===== src/core/oneshot_timer_regs.svh =====
// Register offsets, field positions and reset values of the one-shot timer.
// Assumes an 8-bit register port with a 4-bit word address.
`ifndef ONESHOT_TIMER_REGS_SVH
`define ONESHOT_TIMER_REGS_SVH

// ----------------------------------------------------------------------
// Offsets
// ----------------------------------------------------------------------
`define TIMER_CONTROL_REG 4'h0
`define ONESHOT_CONTROL_REG 4'h1
`define IO_CONTROL_REG 4'h2
`define PRESCALE_COUNT_REG 4'h3
`define PRIMARY_COUNT_REG 4'h4
`define SECONDARY_COUNT_REG 4'h5
`define SOURCE_SELECT_REG 4'h6

// ----------------------------------------------------------------------
// Field positions
// ----------------------------------------------------------------------
`define COUNT_ENABLE_BIT 0
`define COUNT_STATUS_BIT 1
`define FORCE_STOP_BIT 2
`define ONESHOT_START_BIT 0
`define ONESHOT_STOP_BIT 1
`define ONESHOT_ACTIVE_FLAG 2
`define OUTPUT_LEVEL_SELECT 0
`define OUTPUT_SOURCE_SELECT 1
`define PIN_TRIGGER_ENABLE 2
`define PIN_TRIGGER_POLARITY 3

// ----------------------------------------------------------------------
// Reset values and timing
// ----------------------------------------------------------------------
`define COUNT_RESET 8'hFF
`define IO_CONTROL_RESET 4'h0
`define DIV8_LAST 3'h7

`endif


===== src/core/oneshot_timer_pkg.sv =====
// Types shared by the one-shot timer design.
// Assumes nothing of its surroundings.
package oneshot_timer_pkg;

  typedef enum logic [1:0] {
    SRC_DIV1,
    SRC_DIV2,
    SRC_DIV8,
    SRC_COMPANION
  } count_source_e;

  typedef enum logic [1:0] {
    IDLE,
    ARMED,
    PULSE
  } run_state_e;

endpackage


===== src/core/oneshot_pulse_timer.sv =====
// Down-counting timer in programmable one-shot mode with its register port.
// Assumes all inputs are synchronous to clk and a companion timer that
// delivers one-cycle underflow pulses on companion_underflow.
//
// Overview of operation
// - One pulse per trigger; secondary count unused.
// - Count clock from div1, div2, div8, companion.
// - Prescaler and primary counter decrement when running.
// - Underflow reloads counters and clears active flag on the same edge.
// - Any stop reloads counters before halting.
// - Pulse lasts (n+1)(m+1) count clock periods.
// - Triggers ignored while count enable is zero.
// - Trigger from start bit or pin edge.
// - Counting stops after underflow reload completes.
// - Writing one-shot stop ends pulse.
// - Clearing count enable stops counting.
// - Force stop halts counting immediately.
// - Interrupt request coincides with pulse end.
// - Pin triggers only when pin trigger enabled.
// - Count reads return live counter values.
// - Stopped writes load reload and counter.
// - Running writes load reload register only.
// - Output polarity follows output level select.
// - Level zero: high pulse, low idle.
// - Active flag set after trigger; no retrigger.
// - Polarity bit selects falling or rising edge.

`include "oneshot_timer_regs.svh"
`timescale 1ns/100ps
`default_nettype none

module oneshot_pulse_timer (
  input wire logic clk,
  input wire logic resetn,
  input wire logic [3:0] addr,
  input wire logic [7:0] wdata,
  input wire logic wr,
  input wire logic rd,
  input wire logic ext_trigger_pin,
  input wire logic companion_underflow,
  output logic [7:0] rdata,
  output logic pulse_out_pin,
  output logic timer_irq
);

  // --------------------------------------------------------------------
  // Register state
  // --------------------------------------------------------------------
  logic count_enable_bit, output_level_select, output_source_select;
  logic pin_trigger_enable, pin_trigger_polarity;
  oneshot_timer_pkg::count_source_e source_sel;
  logic [7:0] prescale_reload, primary_reload, secondary_count_reg;
  logic [7:0] prescale_cnt, primary_cnt;
  oneshot_timer_pkg::run_state_e state, next_state;
  logic [2:0] div_cnt;
  logic pin_prev;

  logic wr_ctrl, wr_osc, wr_pre, wr_prim;
  logic tick, pin_edge, trigger, stop_req, underflow, running;

  assign wr_ctrl = wr && (addr == `TIMER_CONTROL_REG);
  assign wr_osc = wr && (addr == `ONESHOT_CONTROL_REG);
  assign wr_pre = wr && (addr == `PRESCALE_COUNT_REG);
  assign wr_prim = wr && (addr == `PRIMARY_COUNT_REG);
  assign running = (state == oneshot_timer_pkg::PULSE);

  // --------------------------------------------------------------------
  // Count source
  // --------------------------------------------------------------------
  always_ff @(posedge clk or negedge resetn)
  begin
    if (!resetn)
      div_cnt <= 3'h0;
    else
      div_cnt <= div_cnt + 3'h1;
  end

  always_comb
  begin
    case (source_sel)
      oneshot_timer_pkg::SRC_DIV1: tick = 1'b1;
      oneshot_timer_pkg::SRC_DIV2: tick = div_cnt[0];
      oneshot_timer_pkg::SRC_DIV8: tick = (div_cnt == `DIV8_LAST);
      default: tick = companion_underflow;
    endcase
  end

  // --------------------------------------------------------------------
  // Trigger and stop decode
  // --------------------------------------------------------------------
  always_ff @(posedge clk or negedge resetn)
  begin
    if (!resetn)
      pin_prev <= 1'b0;
    else
      pin_prev <= ext_trigger_pin;
  end

  assign pin_edge = pin_trigger_enable &&
    (pin_trigger_polarity ? (ext_trigger_pin && !pin_prev)
                          : (!ext_trigger_pin && pin_prev));

  assign trigger = pin_edge ||
    (wr_osc && wdata[`ONESHOT_START_BIT]);

  assign stop_req =
    (wr_ctrl && (!wdata[`COUNT_ENABLE_BIT] || wdata[`FORCE_STOP_BIT])) ||
    (wr_osc && wdata[`ONESHOT_STOP_BIT]);

  assign underflow = (prescale_cnt == 8'h00) && (primary_cnt == 8'h00);

  // --------------------------------------------------------------------
  // Control registers
  // --------------------------------------------------------------------
  always_ff @(posedge clk or negedge resetn)
  begin
    if (!resetn)
      count_enable_bit <= 1'b0;
    else if (wr_ctrl)
      count_enable_bit <= wdata[`COUNT_ENABLE_BIT] && !wdata[`FORCE_STOP_BIT];
  end

  // Output source select is stored only; the pin always carries the timer
  // waveform, so a wrong setting by software cannot corrupt the pulse.
  always_ff @(posedge clk or negedge resetn)
  begin
    if (!resetn)
    begin
      {pin_trigger_polarity, pin_trigger_enable,
       output_source_select, output_level_select} <= `IO_CONTROL_RESET;
    end
    else if (wr && addr == `IO_CONTROL_REG)
    begin
      output_level_select <= wdata[`OUTPUT_LEVEL_SELECT];
      output_source_select <= wdata[`OUTPUT_SOURCE_SELECT];
      pin_trigger_enable <= wdata[`PIN_TRIGGER_ENABLE];
      pin_trigger_polarity <= wdata[`PIN_TRIGGER_POLARITY];
    end
  end

  always_ff @(posedge clk or negedge resetn)
  begin
    if (!resetn)
      source_sel <= oneshot_timer_pkg::SRC_DIV1;
    else if (wr && addr == `SOURCE_SELECT_REG)
      source_sel <= oneshot_timer_pkg::count_source_e'(wdata[1:0]);
  end

  // secondary count kept for software only
  always_ff @(posedge clk or negedge resetn)
  begin
    if (!resetn)
      secondary_count_reg <= `COUNT_RESET;
    else if (wr && addr == `SECONDARY_COUNT_REG)
      secondary_count_reg <= wdata;
  end

  always_ff @(posedge clk or negedge resetn)
  begin
    if (!resetn)
    begin
      prescale_reload <= `COUNT_RESET;
      primary_reload <= `COUNT_RESET;
    end
    else
    begin
      if (wr_pre)
        prescale_reload <= wdata;
      if (wr_prim)
        primary_reload <= wdata;
    end
  end

  // --------------------------------------------------------------------
  // Sequencer
  // --------------------------------------------------------------------
  always_comb
  begin
    next_state = state;
    if (stop_req)
      next_state = oneshot_timer_pkg::IDLE;
    else
    begin
      case (state)
        oneshot_timer_pkg::IDLE:
          if (trigger && count_enable_bit)
            next_state = oneshot_timer_pkg::ARMED;
        // flag rises at next count clock
        oneshot_timer_pkg::ARMED:
          if (tick)
            next_state = oneshot_timer_pkg::PULSE;
        oneshot_timer_pkg::PULSE:
          if (tick && underflow)
            next_state = oneshot_timer_pkg::IDLE;
        default:
          next_state = oneshot_timer_pkg::IDLE;
      endcase
    end
  end

  always_ff @(posedge clk or negedge resetn)
  begin
    if (!resetn)
      state <= oneshot_timer_pkg::IDLE;
    else
      state <= next_state;
  end

  // --------------------------------------------------------------------
  // Counters
  // --------------------------------------------------------------------
  // Stopped counters track the reload registers, so every stop reloads and
  // a stopped write lands in both copies in the same cycle.
  always_ff @(posedge clk or negedge resetn)
  begin
    if (!resetn)
    begin
      prescale_cnt <= `COUNT_RESET;
      primary_cnt <= `COUNT_RESET;
    end
    else if (!running || stop_req)
    begin
      prescale_cnt <= wr_pre ? wdata : prescale_reload;
      primary_cnt <= wr_prim ? wdata : primary_reload;
    end
    else if (tick)
    begin
      if (underflow)
      begin
        prescale_cnt <= prescale_reload;
        primary_cnt <= primary_reload;
      end
      else if (prescale_cnt == 8'h00)
      begin
        prescale_cnt <= prescale_reload;
        primary_cnt <= primary_cnt - 8'h01;
      end
      else
        prescale_cnt <= prescale_cnt - 8'h01;
    end
  end

  // --------------------------------------------------------------------
  // Outputs
  // --------------------------------------------------------------------
  // The interrupt cannot lag by half a count clock at div1, so it is issued
  // on the same edge that ends the pulse.
  always_ff @(posedge clk or negedge resetn)
  begin
    if (!resetn)
    begin
      pulse_out_pin <= 1'b0;
      timer_irq <= 1'b0;
    end
    else
    begin
      pulse_out_pin <= (next_state == oneshot_timer_pkg::PULSE) ^
        output_level_select;
      timer_irq <= running && tick && underflow && !stop_req;
    end
  end

  always_ff @(posedge clk or negedge resetn)
  begin
    if (!resetn)
      rdata <= 8'h00;
    else if (rd)
    begin
      case (addr)
        `TIMER_CONTROL_REG:
          rdata <= {6'h00, running, count_enable_bit};
        `ONESHOT_CONTROL_REG:
          rdata <= {5'h00, running, 2'h0};
        `IO_CONTROL_REG:
          rdata <= {4'h0, pin_trigger_polarity, pin_trigger_enable,
                    output_source_select, output_level_select};
        `PRESCALE_COUNT_REG: rdata <= prescale_cnt;
        `PRIMARY_COUNT_REG: rdata <= primary_cnt;
        `SECONDARY_COUNT_REG: rdata <= secondary_count_reg;
        `SOURCE_SELECT_REG: rdata <= {6'h00, source_sel};
        default: rdata <= 8'h00;
      endcase
    end
    else
      rdata <= 8'h00;
  end
endmodule

`default_nettype wire


===== config.mk =====
export PLATFORM = sky130hd
export DESIGN_NAME = oneshot_pulse_timer
export DESIGN_NICKNAME = d
export VERILOG_FILES = /design/src/core/oneshot_timer_pkg.sv /design/src/core/oneshot_pulse_timer.sv
export VERILOG_INCLUDE_DIRS = /design/src /design/src/core
export SDC_FILE = /design/constraint.sdc
export NUM_CORES = 1
export LEC_CHECK = 0
export ABC_AREA = 1
export BUFFER_PORTS_ARGS = -buffer_cell sky130_fd_sc_hd__buf_2
export CAP_MARGIN = 20
export CORE_MARGIN = 2
export CORE_UTILIZATION = 54
export DETAILED_ROUTE_END_ITERATION = 7
export GPL_TIMING_DRIVEN = 0
export PLACE_DENSITY = 0.85
export SLEW_MARGIN = 20
export SYNTH_ARGS = -nofsm -noshare
export SYNTH_HDL_FRONTEND = slang
export SYNTH_SLANG_ARGS = --single-unit

===== constraint.sdc =====
create_clock -name clk -period 1.6 [get_ports clk]
set_input_delay 0.16 -clock clk [delete_from_list [all_inputs] [get_ports clk]]
set_output_delay 0.16 -clock clk [all_outputs]
set_load 0.05 [all_outputs]

# After elaboration in Yosys (flattened, before gate mapping)
# Index checks and enable logic that the tools add are counted.
# op_classes
mux	19
div_mod_pow	0
n_shift	0
n_reduce_logical	38
n_lt_le_gt_ge	0
eq_ne	12
n_bitwise	1
n_mul	0
add_sub_neg	3
# ops
op	n
8-bit two-way mux	11
8-bit case mux with 7 select lines	1
1-bit logical AND	20
8-bit zero test	2
8-bit by 1-bit subtractor with 8-bit output (second input constant)	2
4-bit by 3-bit == test with 1-bit output (second input constant)	3
4-bit by 2-bit == test with 1-bit output (second input constant)	2
2-bit two-way mux	4
2-bit == test (second input constant)	3
1-bit zero test	6
2-bit case mux with 3 select lines	1
2-bit by 1-bit == test with 1-bit output (second input constant)	2
4-bit by 1-bit == test with 1-bit output (second input constant)	1
2-bit zero test	2
4-bit zero test	1
1-bit logical OR	4
3-bit by 1-bit adder with 3-bit output (second input constant)	1
3-bit == test (second input constant)	1
1-bit case mux with 3 select lines	1
3-bit nonzero test	1
2-bit AND reduction	1
2-bit nonzero test	1
1-bit two-way mux	1
1-bit bitwise XOR	1
# totals
rom_bits	0
ff_bits	63
memories	0
latch_bits	0
mem_bits_rw	0

# Logic depth before layout (Yosys ltp)
# logic_depth
ltp_word	11
ltp_mapped	12

# Worst setup path after synthesis
# No wires, ideal clock.
# synth_timing
kind	reg2reg
start	register div_cnt[0]
end	register primary_cnt[1]
required_ns	1.536
setup_time_ns	0.064
t_arrival_ns	1.489
slack_ns	0.047
path_stages_with_launch	12
path_cell_list	dfrtp_1 > ha_1 > ha_1 > inv_1 > nand2_1 > nand2_1 > nand2_2 > inv_1 > nor2_8 > nor2_4 > nand2_1 > nand3_1
# synth_via
elab_chain_len	4
# synth_lines
item	line_no	text
from (decl)	oneshot_pulse_timer.sv:55	logic [2:0] div_cnt;
from (signal assigned)	oneshot_pulse_timer.sv:75	div_cnt <= div_cnt + 3'h1;
3-bit == test (no source line)	-	
1-bit case mux with 3 select lines (*)	oneshot_pulse_timer.sv:80	case (source_sel)
2-bit nonzero test (no source line) (*)	-	
2-bit AND reduction (no source line) (*)	-	
to (signal assigned)	oneshot_pulse_timer.sv:219	primary_cnt <= `COUNT_RESET;
to (signal assigned)	oneshot_pulse_timer.sv:224	primary_cnt <= wr_prim ? wdata : primary_reload;
to (signal assigned)	oneshot_pulse_timer.sv:231	primary_cnt <= primary_reload;
to (decl)	oneshot_pulse_timer.sv:53	logic [7:0] prescale_cnt, primary_cnt;
# Mark *: on every way between the ends. The rest lies on a longest branch, timed or not.
# A chain may end at the register's enable or synchronous reset.

# Worst setup path in the final report
# layout_timing
start	register div_cnt[0]
end	register primary_cnt[0]
# Same word-level chain as after synthesis.

==> reports/results.tsv <==
metric	value	unit
status	finished with violations	
violations	setup timing	
slew_headroom	48.1	%
layout_common_cells	133 x nand2_1, 44 x inv_1, 40 x dfstp_2	
vias_per_cell	5.53	
first_pass_iters	8	
end_kind	register	
htree_levels	3	
slew_violations	0	
final_core_util	67.5	%
core-area	6030	µm²
drv_cap	0	
synth_warnings	0	
register_area	1630	µm²
nFillCells	500	
critical_path.slowest_cell	dfrtp_1	
fin_cells	561	
rr_startpoint	div_cnt[0]	
gp_congestion	0.979	
initial_core_util	56.7	%
synth_top_area_share	30.8	%
layout_setup_ws	-74.0	ps
synthToLayoutAreaGrowth	19.0	%
power.density	1570	nW/µm²
pin_count	28	
avgSynthCellArea	7.95	µm²
wl	8.55	mm
finClkSkew	9.23	ps
rsz0062_at_grt	true	
p_leak	0.00198	µW
layout-drive-gt1-share	30.9	%
antenna_found_initial	0	
startpoint	div_cnt[0]	
antennaDiodeCount	0	
ir_drop	1.01	mV
overflow	0	
hold_violations	0	
num-nets-final	503	
cts_buffer_depth	2	
setup_violations	11	
synth_top_cells_by_area	dfstp_2 31%, dfrtp_1 17%, nand2_1 15%, nand3_1 6.0%, inv_1 5.4%	
crit_chain	ha_2 > ha_4 > inv_2 > nand2_2 > nand2_2 > nand2_4 > clkinvlp_4 > nor2_8 > buf_6 > nand3_1 > nand3_1	
fin_crit_sh	105	%
fmax	0.597	GHz
power	6400	µW
syn_nets	452	
layout_commonest_cell	nand2_1	
min_from	wdata[6]	
drt_iter0_markers	461	
io_buffer_count	26	
grt_max_degree	64	
die_area	6980	µm²
dieHeight	83.5	µm
synth.largest_area_cell	dfstp_2	
grt_pass1_vias	2926	
max_stage_delay	350	ps
multi_input_comb_area	1590	µm²
ant_nets	0	
worst_pin_slew	779	ps
required	1880	ps
path_clk_slew	70	ps
grt_pass1_wl	14.1	mm
netlist_instances	430	
placed_cells	531	
worstPathMaxFanout	4	
hold_path_class	in -> reg	
clock_latency	350	ps
cts_root_buffer	clkbuf_8	
cts_buffers	9	
vias	3101	
ys_types	37	
wl_per_cell	15.2	µm
synth_seq_cells	63	
cts_tree	built	
dp_hpwl	5.69	mm
grt.total_usage	25.7	%
cts_sinks	63	
die_w	83.5	µm
drc_errors	0	
start_kind	register	
worstSetupPathType	reg -> reg	
row_count	28	
ys_seq_area_share	47.6	%
arrival	1960	ps
netlist_area	3420	µm²
post-route-min-period	1670	ps
==> Yosys cell counts (all sizes together) <==
master,number
a41oi,1
nand3b,2
inv,57
o221ai,3
o21ai,41
a31oi,1
o21a,1
nand4,5
o2bb2ai,1
nor2,35
xor2,4
a21oi,8
ha,4
dfstp,40
or2,2
dfrtp,23
o22ai,1
nand3,43
nand2,143
xnor2,3
nor3,4
buf,7
and3,1
==> cell families (layout without fill, tap and decap cells) <==
logic type,count (synthesis),in the layout,share of synthesized area (%)
AO/OA/AOI/OAI,57,57,9.59
XOR/XNOR,7,7,1.79
adder cells (fa/ha/maj),4,4,1.46
buffers and inverters,64,120,8.17
flip-flops,63,63,47.6
AND/OR/NAND/NOR,235,235,31.4
==> metal layers <==
metal	global-route usage [%]	wire length, µm
met5	0	0
met4	8.65	179
met3	6.92	693
met2	41.6	4060
met1	33.5	3610
==> final timing paths <==
kind / endpoint / slack, ps / cells after the start
setup / recovery: primary_cnt[0] / -70 / 11
hold / removal: prescale_reload[6] / 50 / 3
setup reg to reg: primary_cnt[0] / -70 / 11
hold reg to reg: output_source_select / 490 / 2
max in group asynchronous: state[1] / 650 / 2
min in group asynchronous: div_cnt[2] / 430 / 2
==> through the flow <==
stage	hold slack [ps]	cell area, µm²	setup slack, ps	TNS, ps
after CTS	46.2	4000	-19.3	-82.5
final	51.6	4070	-74.0	-350
after global placement	290	3640	-228	-2600
after floorplan	-136	3420	47.1	0
after global routing	79.0	4070	-153	-1980
after detailed placement	288	3640	-284	-3240
==> final cells by class <==
class | instances | share of cell area, %
flip-flops and latches | 63 | 40.0
plain buffers | 7 | 1.54
repair buffers | 40 | 6.68
multi-input cells | 303 | 39.1
clock inverters | 6 | 1.48
inverters | 57 | 5.48
clock buffers | 10 | 3.38
well taps | 75 | 2.31
==> power by group <==
group / total (µW) / internal, µW / switching, µW
logic: 2460 / 892 / 1560
clock network: 1390 / 752 / 638
registers: 2560 / 2210 / 350
==> worst max-delay path, delay by kind of cell, from the launching register on <==
family,cells,cell delay [ps]
flip-flops,1,350
buffers and inverters,3,360
AND/OR/NAND/NOR,6,570
adder cells (fa/ha/maj),2,330
==> repair_timing <==
action,in CTS,in global routing
gates resized for setup,17,9
pin swaps,19,13
hold buffers,2,0
buffers inserted,9,3
endpoints found under the setup margin,19,19
endpoints found under the hold margin,24,0
Power figures use the tool's default switching activity.
